`src/design/wdc_pkg.sv`:
```
package wdc_pkg;

    // ***********************************************
    // Register addresses on the SFR port
    // ***********************************************
    localparam logic [7:0] WDC_ADDR_TA   = 8'hc7;
    localparam logic [7:0] WDC_ADDR_CTRL = 8'hd8;
    localparam logic [7:0] WDC_ADDR_EIE  = 8'he8;
    localparam logic [7:0] WDC_ADDR_EIP  = 8'hf8;

    // ***********************************************
    // Watchdog control and extended enable/priority field positions
    // ***********************************************
    localparam int unsigned WDC_B_UNIMPL = 7;
    localparam int unsigned WDC_B_PWRUP  = 6;
    localparam int unsigned WDC_B_UEN    = 5;
    localparam int unsigned WDC_B_UFLAG  = 4;
    localparam int unsigned WDC_B_WIFLAG = 3;
    localparam int unsigned WDC_B_WRFLAG = 2;
    localparam int unsigned WDC_B_WREN   = 1;
    localparam int unsigned WDC_B_RESTRT = 0;
    localparam int unsigned WDC_B_WDIRQ  = 4;

    // ***********************************************
    // Reset, read-back and key values
    // ***********************************************
    localparam logic [7:0] WDC_EXT_RST_VAL = 8'hef;
    localparam logic [7:0] WDC_TA_READ     = 8'hff;
    localparam logic [7:0] WDC_KEY_FIRST   = 8'haa;
    localparam logic [7:0] WDC_KEY_SECOND  = 8'h55;
    localparam logic [7:0] WDC_RD_IDLE     = 8'h00;

    // ***********************************************
    // Timing
    // ***********************************************
    localparam int unsigned WDC_MC_CLKS       = 4;
    localparam int unsigned WDC_TA_WINDOW_MC  = 3;
    localparam int unsigned WDC_TA_WINDOW_CLK = WDC_MC_CLKS * WDC_TA_WINDOW_MC;
    localparam int unsigned WDC_TA_CNT_W      = 4;
    localparam int unsigned WDC_RST_DELAY_CLK = 512;
    localparam int unsigned WDC_DLY_W         = 10;
    localparam int unsigned WDC_CNT_W         = 27;
    localparam int unsigned WDC_LOG2_STEP     = 3;

    // Address match shared by the read and write decoders
    function automatic logic hit(input logic [7:0] addr,
                                 input logic [7:0] reg_addr);
        hit = (addr == reg_addr);
    endfunction

endpackage

```
`src/design/wdc_timed_access.sv`:
```
`timescale 1ns/1ps
`default_nettype none
module wdc_timed_access (
    input  wire logic       core_clk,
    input  wire logic       rst,
    input  wire logic       key_wr,
    input  wire logic       other_wr,
    input  wire logic [7:0] key_data,
    output logic            window_open
);
    logic                               armed_ff;
    logic [wdc_pkg::WDC_TA_CNT_W-1:0]   win_ff;

    // ***********************************************
    // Key sequence
    // ***********************************************
    // first key arms
    // Any other write between the keys breaks the sequence
    always_ff @(posedge core_clk or posedge rst) begin
        if (rst) begin
            armed_ff <= 1'b0;
        end else if (key_wr) begin
            armed_ff <= (key_data == wdc_pkg::WDC_KEY_FIRST);
        end else if (other_wr) begin
            armed_ff <= 1'b0;
        end
    end

    // window of three
    // Second key loads twelve clocks, i.e. three machine cycles
    always_ff @(posedge core_clk or posedge rst) begin
        if (rst) begin
            win_ff <= '0;
        end else if (key_wr && armed_ff &&
                     key_data == wdc_pkg::WDC_KEY_SECOND) begin
            win_ff <= wdc_pkg::WDC_TA_CNT_W'(wdc_pkg::WDC_TA_WINDOW_CLK);
        end else if (win_ff != '0) begin
            win_ff <= win_ff - 1'b1;
        end
    end

    assign window_open = (win_ff != '0);

endmodule
`default_nettype wire

```
`src/design/wdc_wd_timer.sv`:
```
`timescale 1ns/1ps
`default_nettype none
module wdc_wd_timer #(
    parameter int unsigned BASE_LOG2 = 17
) (
    input  wire logic       core_clk,
    input  wire logic       rst,
    input  wire logic [1:0] period_sel,
    input  wire logic       reset_enable,
    input  wire logic       restart,
    output logic            timeout,
    output logic            cpu_reset
);
    logic [wdc_pkg::WDC_CNT_W-1:0] cnt_ff;
    logic [wdc_pkg::WDC_CNT_W-1:0] mask;
    logic [wdc_pkg::WDC_DLY_W-1:0] dly_ff;
    logic                          pend_ff;
    logic                          hit;
    int unsigned                   log2;

    always_comb begin
        log2 = BASE_LOG2 + wdc_pkg::WDC_LOG2_STEP * int'(period_sel);
        mask = {wdc_pkg::WDC_CNT_W{1'b1}} >> (wdc_pkg::WDC_CNT_W - log2);
        hit  = ((cnt_ff & mask) == mask);
    end

    // runs on through external resets; rst, a restart or its own processor reset clears it
    always_ff @(posedge core_clk or posedge rst) begin
        if (rst) begin
            cnt_ff <= '0;
        end else if (restart || cpu_reset) begin
            cnt_ff <= '0;
        end else begin
            cnt_ff <= cnt_ff + 1'b1;
        end
    end

    // Timeout is a single-cycle event
    always_ff @(posedge core_clk or posedge rst) begin
        if (rst) begin
            timeout <= 1'b0;
        end else begin
            timeout <= hit && !restart;
        end
    end

    // delayed reset
    // Restart inside the delay cancels the pending processor reset
    always_ff @(posedge core_clk or posedge rst) begin
        if (rst) begin
            pend_ff   <= 1'b0;
            dly_ff    <= '0;
            cpu_reset <= 1'b0;
        end else begin
            cpu_reset <= 1'b0;
            if (restart) begin
                pend_ff <= 1'b0;
            end else if (pend_ff) begin
                dly_ff <= dly_ff + 1'b1;
                if (dly_ff == wdc_pkg::WDC_DLY_W'(
                        wdc_pkg::WDC_RST_DELAY_CLK - 1)) begin
                    pend_ff <= 1'b0;
                    cpu_reset <= reset_enable;
                end
            end else if (hit && reset_enable) begin
                pend_ff <= 1'b1;
                dly_ff  <= '0;
            end
        end
    end

endmodule
`default_nettype wire

```
`src/design/wdc_ctrl.sv`:
```
`timescale 1ns/1ps
`default_nettype none
module wdc_ctrl #(
    parameter int unsigned BASE_LOG2 = 17
) (
    input  wire logic       core_clk,
    input  wire logic       rst,
    input  wire logic       ext_reset,
    input  wire logic [7:0] sfr_addr,
    input  wire logic       sfr_wr,
    input  wire logic [7:0] sfr_wdata,
    input  wire logic       sfr_rd,
    output logic      [7:0] sfr_rdata,
    input  wire logic [1:0] wd_period_sel,
    input  wire logic       urgent_irq_input,
    input  wire logic       global_irq_enable,
    output logic            urgent_irq_req,
    output logic            wd_irq_req,
    output logic            wd_irq_high_prio,
    output logic            wd_cpu_reset,
    output logic            ta_window_open
);

    // ***********************************************
    // Declarations
    // ***********************************************
    logic       pwrup_ff;
    logic       uen_ff;
    logic       uflag_ff;
    logic       wiflag_ff;
    logic       wrflag_ff;
    logic       wren_ff;
    logic       restart_ff;
    logic       wdirq_en_ff;
    logic       wdirq_pri_ff;
    logic [7:0] sfr_rdata_ff;
    logic [7:0] nxt_rdata;
    logic [7:0] ctrl_view;
    logic       wr_ta;
    logic       wr_ctrl;
    logic       wr_eie;
    logic       wr_eip;
    logic       wr_other;
    logic       wr_prot;
    logic       sys_rst;
    logic       wd_timeout;
    logic       window_open;

    // ***********************************************
    // Write decode
    // ***********************************************
    // One decoder function serves reads and writes alike
    assign wr_ta    = sfr_wr && wdc_pkg::hit(sfr_addr, wdc_pkg::WDC_ADDR_TA);
    assign wr_ctrl  = sfr_wr && wdc_pkg::hit(sfr_addr, wdc_pkg::WDC_ADDR_CTRL);
    assign wr_eie   = sfr_wr && wdc_pkg::hit(sfr_addr, wdc_pkg::WDC_ADDR_EIE);
    assign wr_eip   = sfr_wr && wdc_pkg::hit(sfr_addr, wdc_pkg::WDC_ADDR_EIP);
    assign wr_other = sfr_wr && !wr_ta;

    // protected write gate
    // The window is sampled as the write lands, not when it was opened
    assign wr_prot  = wr_ctrl && window_open;

    // Any processor reset: external pin or the watchdog's own
    assign sys_rst  = ext_reset || wd_cpu_reset;

    // ***********************************************
    // Timed access unit
    // ***********************************************
    wdc_timed_access u_ta (
        .core_clk    (core_clk),
        .rst         (rst),
        .key_wr      (wr_ta),
        .other_wr    (wr_other),
        .key_data    (sfr_wdata),
        .window_open (window_open)
    );

    assign ta_window_open = window_open;

    // ***********************************************
    // Watchdog counter and delayed reset
    // ***********************************************
    // period follows select
    // The select input is expected to drop to its minimum after any
    // processor reset; this block does not second-guess it
    wdc_wd_timer #(
        .BASE_LOG2    (BASE_LOG2)
    ) u_timer (
        .core_clk     (core_clk),
        .rst          (rst),
        .period_sel   (wd_period_sel),
        .reset_enable (wren_ff),
        .restart      (restart_ff),
        .timeout      (wd_timeout),
        .cpu_reset    (wd_cpu_reset)
    );

    // ***********************************************
    // Power-up flag
    // ***********************************************
    // power-up flag
    // power-on sets it
    // Only the power-on reset touches it; protected writes set or clear
    always_ff @(posedge core_clk or posedge rst) begin
        if (rst) begin
            pwrup_ff <= 1'b1;
        end else if (wr_prot) begin
            pwrup_ff <= sfr_wdata[wdc_pkg::WDC_B_PWRUP];
        end
    end

    // ***********************************************
    // Urgent interrupt enable and flag
    // ***********************************************
    // enable cleared
    // Enable is an unprotected bit
    always_ff @(posedge core_clk or posedge rst) begin
        if (rst) begin
            uen_ff <= 1'b0;
        end else if (sys_rst) begin
            uen_ff <= 1'b0;
        end else if (wr_ctrl) begin
            uen_ff <= sfr_wdata[wdc_pkg::WDC_B_UEN];
        end
    end

    // sticky urgent flag
    // Input set wins over a software clear in the same cycle, so an
    // event arriving during the clear is never lost
    always_ff @(posedge core_clk or posedge rst) begin
        if (rst) begin
            uflag_ff <= 1'b0;
        end else if (urgent_irq_input && uen_ff) begin
            uflag_ff <= 1'b1;
        end else if (wr_ctrl) begin
            uflag_ff <= sfr_wdata[wdc_pkg::WDC_B_UFLAG];
        end
    end

    assign urgent_irq_req = uen_ff && uflag_ff;

    // ***********************************************
    // Watchdog interrupt flag
    // ***********************************************
    // timeout sets flag
    // cleared by reset
    // The timeout beats both the reset pattern and a software clear
    always_ff @(posedge core_clk or posedge rst) begin
        if (rst) begin
            wiflag_ff <= 1'b0;
        end else if (wd_timeout) begin
            wiflag_ff <= 1'b1;
        end else if (sys_rst) begin
            wiflag_ff <= 1'b0;
        end else if (wr_prot) begin
            wiflag_ff <= sfr_wdata[wdc_pkg::WDC_B_WIFLAG];
        end
    end

    assign wd_irq_req = global_irq_enable && wdirq_en_ff && wiflag_ff;

    // ***********************************************
    // Watchdog reset flag
    // ***********************************************
    // cause flag
    // untouched when disabled
    // External reset leaves it alone so software can tell causes apart
    always_ff @(posedge core_clk or posedge rst) begin
        if (rst) begin
            wrflag_ff <= 1'b0;
        end else if (wd_cpu_reset && wren_ff) begin
            wrflag_ff <= 1'b1;
        end else if (wr_prot) begin
            wrflag_ff <= sfr_wdata[wdc_pkg::WDC_B_WRFLAG];
        end
    end

    // ***********************************************
    // Watchdog reset enable
    // ***********************************************
    // reset enable
    always_ff @(posedge core_clk or posedge rst) begin
        if (rst) begin
            wren_ff <= 1'b0;
        end else if (wr_prot) begin
            wren_ff <= sfr_wdata[wdc_pkg::WDC_B_WREN];
        end
    end

    // ***********************************************
    // Restart strobe
    // ***********************************************
    // self-clearing restart
    // Held for one clock only; reading it back almost always gives zero
    always_ff @(posedge core_clk or posedge rst) begin
        if (rst) begin
            restart_ff <= 1'b0;
        end else if (sys_rst) begin
            restart_ff <= 1'b0;
        end else begin
            restart_ff <= wr_prot && sfr_wdata[wdc_pkg::WDC_B_RESTRT];
        end
    end

    // ***********************************************
    // Extended enable and priority
    // ***********************************************
    // watchdog irq enable
    // Cleared on every reset, as the EFh reset value implies
    always_ff @(posedge core_clk or posedge rst) begin
        if (rst) begin
            wdirq_en_ff <= 1'b0;
        end else if (sys_rst) begin
            wdirq_en_ff <= 1'b0;
        end else if (wr_eie) begin
            wdirq_en_ff <= sfr_wdata[wdc_pkg::WDC_B_WDIRQ];
        end
    end

    always_ff @(posedge core_clk or posedge rst) begin
        if (rst) begin
            wdirq_pri_ff <= 1'b0;
        end else if (sys_rst) begin
            wdirq_pri_ff <= 1'b0;
        end else if (wr_eip) begin
            wdirq_pri_ff <= sfr_wdata[wdc_pkg::WDC_B_WDIRQ];
        end
    end

    assign wd_irq_high_prio = wdirq_pri_ff;

    // ***********************************************
    // Read path
    // ***********************************************
    // top bit reads one
    always_comb begin
        ctrl_view                         = '0;
        ctrl_view[wdc_pkg::WDC_B_UNIMPL]  = 1'b1;
        ctrl_view[wdc_pkg::WDC_B_PWRUP]   = pwrup_ff;
        ctrl_view[wdc_pkg::WDC_B_UEN]     = uen_ff;
        ctrl_view[wdc_pkg::WDC_B_UFLAG]   = uflag_ff;
        ctrl_view[wdc_pkg::WDC_B_WIFLAG]  = wiflag_ff;
        ctrl_view[wdc_pkg::WDC_B_WRFLAG]  = wrflag_ff;
        ctrl_view[wdc_pkg::WDC_B_WREN]    = wren_ff;
        ctrl_view[wdc_pkg::WDC_B_RESTRT]  = restart_ff;
    end

    // Reserved enable and priority bits read high
    always_comb begin
        nxt_rdata = wdc_pkg::WDC_RD_IDLE;
        if (wdc_pkg::hit(sfr_addr, wdc_pkg::WDC_ADDR_CTRL)) begin
            nxt_rdata = ctrl_view;
        end else if (wdc_pkg::hit(sfr_addr, wdc_pkg::WDC_ADDR_TA)) begin
            nxt_rdata = wdc_pkg::WDC_TA_READ;
        end else if (wdc_pkg::hit(sfr_addr, wdc_pkg::WDC_ADDR_EIE)) begin
            nxt_rdata = wdc_pkg::WDC_EXT_RST_VAL;
            nxt_rdata[wdc_pkg::WDC_B_WDIRQ] = wdirq_en_ff;
        end else if (wdc_pkg::hit(sfr_addr, wdc_pkg::WDC_ADDR_EIP)) begin
            nxt_rdata = wdc_pkg::WDC_EXT_RST_VAL;
            nxt_rdata[wdc_pkg::WDC_B_WDIRQ] = wdirq_pri_ff;
        end
    end

    // Read data is registered on the strobe and held until the next read
    always_ff @(posedge core_clk or posedge rst) begin
        if (rst) begin
            sfr_rdata_ff <= wdc_pkg::WDC_RD_IDLE;
        end else if (sfr_rd) begin
            sfr_rdata_ff <= nxt_rdata;
        end
    end

    assign sfr_rdata = sfr_rdata_ff;

endmodule
`default_nettype wire

```
`config.mk`:
```
export PLATFORM = sky130hd
export DESIGN_NAME = wdc_ctrl
export DESIGN_NICKNAME = d
export VERILOG_FILES = /design/src/design/wdc_pkg.sv /design/src/design/wdc_timed_access.sv /design/src/design/wdc_wd_timer.sv /design/src/design/wdc_ctrl.sv
export SDC_FILE = /design/constraint.sdc
export NUM_CORES = 1
export LEC_CHECK = 0
export BUFFER_PORTS_ARGS = -buffer_cell sky130_fd_sc_hd__buf_2
export CORE_AREA = 2 2 85 87
export CTS_CLUSTER_SIZE = 10
export DETAILED_ROUTE_END_ITERATION = 12
export DIE_AREA = 0 0 87 89
export GPL_ROUTABILITY_DRIVEN = 1
export PLACE_DENSITY = 0.68
export RECOVER_POWER = 100
export SLEW_MARGIN = 20
export SYNTH_ARGS = -nofsm -noshare
export SYNTH_HDL_FRONTEND = slang
export SYNTH_HIERARCHICAL = 1
export SYNTH_SLANG_ARGS = --single-unit
```
`constraint.sdc`:
```
create_clock -name core_clk -period 2.1 [get_ports core_clk]
set_clock_uncertainty 0.2 [all_clocks]
set_input_delay 0.21 -clock core_clk [delete_from_list [all_inputs] [get_ports core_clk]]
set_output_delay 0.21 -clock core_clk [all_outputs]
set_load 0.01 [all_outputs]
```
; Word level (Yosys, flattened, before mapping)
; Cells that the tools add are included.
[classes]
add_sub_neg = 5
multipliers = 1
eq_ne = 8
shifts = 1
muxes = 32
bitwise_logic = 2
n_reduce_logical = 31
[ops]
columns = op, count
row1 = 8-bit == test (second input constant), 5
row2 = 8-bit 2-to-1 mux, 4
row3 = 27-bit by 32-bit right shift with 27-bit output (first input constant), 1
row4 = 5-bit by 32-bit subtractor with 32-bit output (first input constant), 1
row5 = 27-bit by 1-bit adder with 27-bit output (second input constant), 1
row6 = 27-bit AND, 1
row7 = 27-bit == test, 1
row8 = 27-bit 2-to-1 mux, 1
row9 = 1-bit 2-to-1 mux, 23
row10 = 10-bit 2-to-1 mux, 2
row11 = 1-bit logical AND, 16
row12 = 2-bit nonzero test, 8
row13 = 10-bit by 1-bit adder with 10-bit output (second input constant), 1
row14 = 10-bit by 9-bit == test with 1-bit output (second input constant), 1
row15 = 8-bit by 7-bit == test with 1-bit output (second input constant), 1
row16 = 4-bit 2-to-1 mux, 2
row17 = 5-bit by 4-bit adder with 6-bit output (first input constant), 1
row18 = 2-bit by 2-bit multiplier with 4-bit output (first input constant), 1
row19 = 4-bit nonzero test, 1
row20 = 4-bit by 1-bit subtractor with 4-bit output (second input constant), 1
row21 = 3-bit nonzero test, 1
row22 = 1-bit logical NOT, 2
row23 = 1-bit logical OR, 2
row24 = 2-bit AND reduction, 1
row25 = 1-bit inverter, 1
[totals]
regBits = 62
input_bits = 25
output_inout_bits = 13
wordCells = 97

; Logic depth before layout (Yosys ltp)
[depth]
depth_word = 10
depth_mapped = 8

; Hierarchy
; The synthesis kept the hierarchy.
[by_module_without_submodules]
columns = mod, n_inst, cells_per_inst, area_per_inst_um2, seq_area_each_um2
row1 = wdc_wd_timer, 1, 224, 2164.6, 1001.0
row2 = wdc_ctrl, 1, 71, 835.8, 426.7
row3 = wdc_timed_access, 1, 32, 326.6, 125.1

; Worst setup path before layout
; No wires, ideal clock.
[synth_timing]
path_kind = reg2reg
from = register u_ta/win_ff[0] (netlist bit)
to = register wren_ff
arrival_time_ps = 1800
path_slack_ps = -25
stages_incl_launch_ff = 8
n_path_buf = 1
path_cell_list = dfrtp_1 -> clkinv_1 -> ha_1 -> or3b_1 -> buf_6 -> and2_1 -> nand4_1 -> mux2_2
[synth_via]
elab_chain_cells = 2
[synth_rtl]
columns = item, line_no
row1 = start: declaration, wdc_timed_access.sv:12  ; logic [wdc_pkg::WDC_TA_CNT_W-1:0] win_ff;
row2 = start signal: assignment, wdc_timed_access.sv:36  ; win_ff <= wdc_pkg::WDC_TA_CNT_W'(wdc_pkg::WDC_TA_WINDOW_CLK);
row3 = start signal: assignment, wdc_timed_access.sv:38  ; win_ff <= win_ff - 1'b1;
row4 = 4-bit nonzero test, wdc_timed_access.sv:42  ; assign window_open = (win_ff != '0);
row5 = named net ta_window_open, wdc_ctrl.sv:21  ; output logic ta_window_open
row6 = 1-bit logical AND, wdc_ctrl.sv:61  ; assign wr_prot = wr_ctrl && window_open;
row7 = end signal: assignment, wdc_ctrl.sv:186  ; wren_ff <= sfr_wdata[wdc_pkg::WDC_B_WREN];
row8 = end: declaration, wdc_ctrl.sv:32  ; logic wren_ff;
; The timed path passes the listed nets, and every way through them passes these cells.
; A chain may end at the register's enable or synchronous reset.

; Worst setup path in the final report
[layout_timing]
from = register u_ta/win_ff[1] (netlist bit)
to = register wren_ff
[layout_via]
elab_chain_cells = 2
[layout_rtl]
columns = item, line_no
row1 = 4-bit nonzero test, wdc_timed_access.sv:42
row2 = 1-bit logical AND, wdc_ctrl.sv:61
; Every way passes these cells.

==> reports/metrics.yaml <==
sta:
  maxSlewHeadroom_pct: 31.4
  period_share_pct: 96.0
  maxSlewViolCount: 0
  setup_tns_ns: 0
  min_period_ns: 2.02
  hold_violations: 0
  worst_pin_slew_ns: 1.03
  setup_slack_ns: 0.0841
  rsz0062_at_grt: "no"
  setup_viol: 0
  max_freq_ghz: 0.496
cts:
  cts_made_buffers: 9
  cts.clk_slew.worst_paths_ns: 0.08
  clkSinkCount: 62
  cts_max_level: 3
  cts_buffer_depth: 2
  clk_latency_ns: 0.34
  cts_tree: "yes"
  root_buffer: "clkbuf_8"
placement:
  dp_worst_setup_slack_ns: 0.0122
  gp_congestion: 0.876
  place_hpwl_um: 4770
  port_buffers: 37
setup_path:
  cp-start-kind: "flop"
  crit_path_max_fanout: 5
  worstPathArrival_ns: 2.04
  end_kind: "flop"
  reg2reg_depth: 6
  path_class: "reg2reg"
  crit_required_ns: 2.13
floorplanning:
  initial_core_util_pct: 49.5
  pin_count: 38
  num_rows: 30
  die_area_um2: 7740
  die_h_um: 89
  coreArea_um2: 6720
  die_w_um: 87
grt:
  grt_pass1_wl_um: 11900
  grt_pass1_vias: 2551
  track_usage_pct: 19.7
  antenna_found_initial: 0
  grt_overflow: 0
  grt_max_degree: 41
logic_synthesis:
  syn_inst: 327
  ys_seq_area_share_pct: 46.7
  ys_types: 52
  syn_area_um2: 3330
  yosys_warnings: 6
  synth_edf_count: 0
  ys_seq_elements: 62
  synthFlopType: "dfrtp_1"
  synth_area_per_cell_um2: 10.2
  synthesis.nets: 360
  synthArstFlopShare_pct: 100
hold_path:
  hp-class: "in2reg"
  hold_depth: 3
pwr:
  p_per_area_nw_per_um2: 683
  clkPwrFrac_pct: 40.2
  ir_worst_vdd_mv: 0.549
  seq_power_share_pct: 49.8
  p_switching_w: 0.000699
  netSwitchingFraction_pct: 26.2
  p_leak_nw: 1.88
  pwr-share-comb_pct: 10.0
  p_int_w: 0.00197
detailed_routing:
  viasPerCell: 5.57
  wl_um: 6950
  drt_iter0_markers: 188
  drcViolationCount: 0
  wl_per_cell_um: 14.7
  ant_nets: 0
  firstDrtPassIters: 7
  vias: 2629
finish:
  drive_gt1_share_pct: 17.9
  area_growth_pct: 17.3
  diodes: 0
  nets: 420
  final_common_cell: "dfrtp_1"
  mostFrequentLayoutCells: "dfrtp_1, nor2_1, nand2_1"
outcome:
  outcome: "complete, no violations"
run:
  maxCapViolCount: 0
-- Yosys cell counts (3+ instances only) --
cell	n	share of area (%)
o22ai_1	3	0.56
nand2b_1	3	0.56
nand2_1	29	3.3
nor3_1	9	1.4
clkbuf_1	7	0.79
o221a_2	7	2.4
nand3_1	21	3.2
xor2_1	15	3.9
nor2_1	34	3.8
nand4_1	10	1.9
nor2b_1	5	0.94
dfrtp_1	61	46
o21ai_1	3	0.45
o211ai_1	5	1.1
ha_1	8	3.0
and2_1	11	2.1
mux2i_1	7	2.1
inv_1	14	1.6
or3_1	3	0.56
o21ai_0	7	1.1
nor4bb_1	4	1.2
xnor2_1	12	3.2
nor3b_1	3	0.68
and3_1	6	1.1
nor4_2	4	1.5
-- power groups by stage --
stage                     Sequential (W)  Combinational (W)  Clock, W
after floorplan                  0.00135           0.000166         0
after global placement           0.00135           0.000251         0
after detailed placement         0.00135           0.000258         0
after CTS                        0.00133           0.000275   0.00109
after global routing             0.00134           0.000301   0.00115
final                            0.00133           0.000265   0.00107
-- worst max-delay path, cell delays in order, from the launching register on --
cell	delay (ns)
dfrtp_1	0.38
inv_2	0.08
ha_4	0.13
or3b_1	0.35
and2_1	0.17
nand4_1	0.22
mux2_1	0.36
-- registers in the layout, summed over array words and instances (netlist names) --
signal             cells
pwrup_ff               1
restart_ff             1
sfr_rdata              8
u_ta/armed_ff          1
u_ta/win_ff            4
u_timer/cnt_ff        27
u_timer/cpu_reset      1
u_timer/dly_ff        10
u_timer/pend_ff        1
u_timer/timeout        1
uen_ff                 1
uflag_ff               1
wd_irq_high_prio       1
wdirq_en_ff            1
wiflag_ff              1
wren_ff                1
wrflag_ff              1
-- per-stage QoR --
step	instance area [µm²]	utilization [%]	hold WS (ns)	total power, W	instances
after floorplan	3330	-	-0.211	0.00151	327
after global placement	3650	54.3	-0.0521	0.00160	445
after detailed placement	3650	54.3	-0.0480	0.00161	445
after CTS	3960	58.9	0.000495	0.00269	472
after global routing	3900	58.1	0.0228	0.00279	472
final	3900	58.1	0.0217	0.00266	472
-- metal layers --
layer  track usage (%)  wire length (µm)
met5                 0                 0
met4              9.38               142
met3              4.06               245
met2              32.5              3360
met1              24.9              3210
-- layout make-up --
type                    count  area [µm²]
flip-flops and latches     62        1550
inverters                  15        57.6
clock buffers              11         141
clock inverters             5        58.8
repair buffers             60         357
multi-input cells         239        1640
fillers                   586        2820
well taps                  80         100
-- path summary, 6_finish.rpt --
kind	slack (ns)	end	startpoint
max	0.08	wren_ff	u_ta/win_ff[1]
min	0.02	wd_irq_high_prio	sfr_wr
max reg2reg	0.08	wren_ff	u_ta/win_ff[1]
min reg2reg	0.24	wiflag_ff	u_timer/timeout
max in group asynchronous	0.50	u_timer/dly_ff[5]	rst
min in group asynchronous	0.15	u_ta/armed_ff	rst
-- what timing repair did --
item	4_1_cts	5_1_grt
resized for setup	1	3
hold buffers	10	0
buffers inserted	1	0
endpoints found under the hold margin	71	0
setup endpoints to repair	2	9
-- cell families (layout without fill, tap and decap cells) --
group,count (synthesis),count (layout),share of synthesized area [%]
buf+inv,26,91,3.42
compound gates,35,35,8.20
fa+ha+maj,8,8,3.01
flops,62,62,46.7
simple gates,159,159,28.3
xor+xnor,28,28,7.60
mux,9,9,2.78
Note: power is estimated with default switching activity, not from simulation.
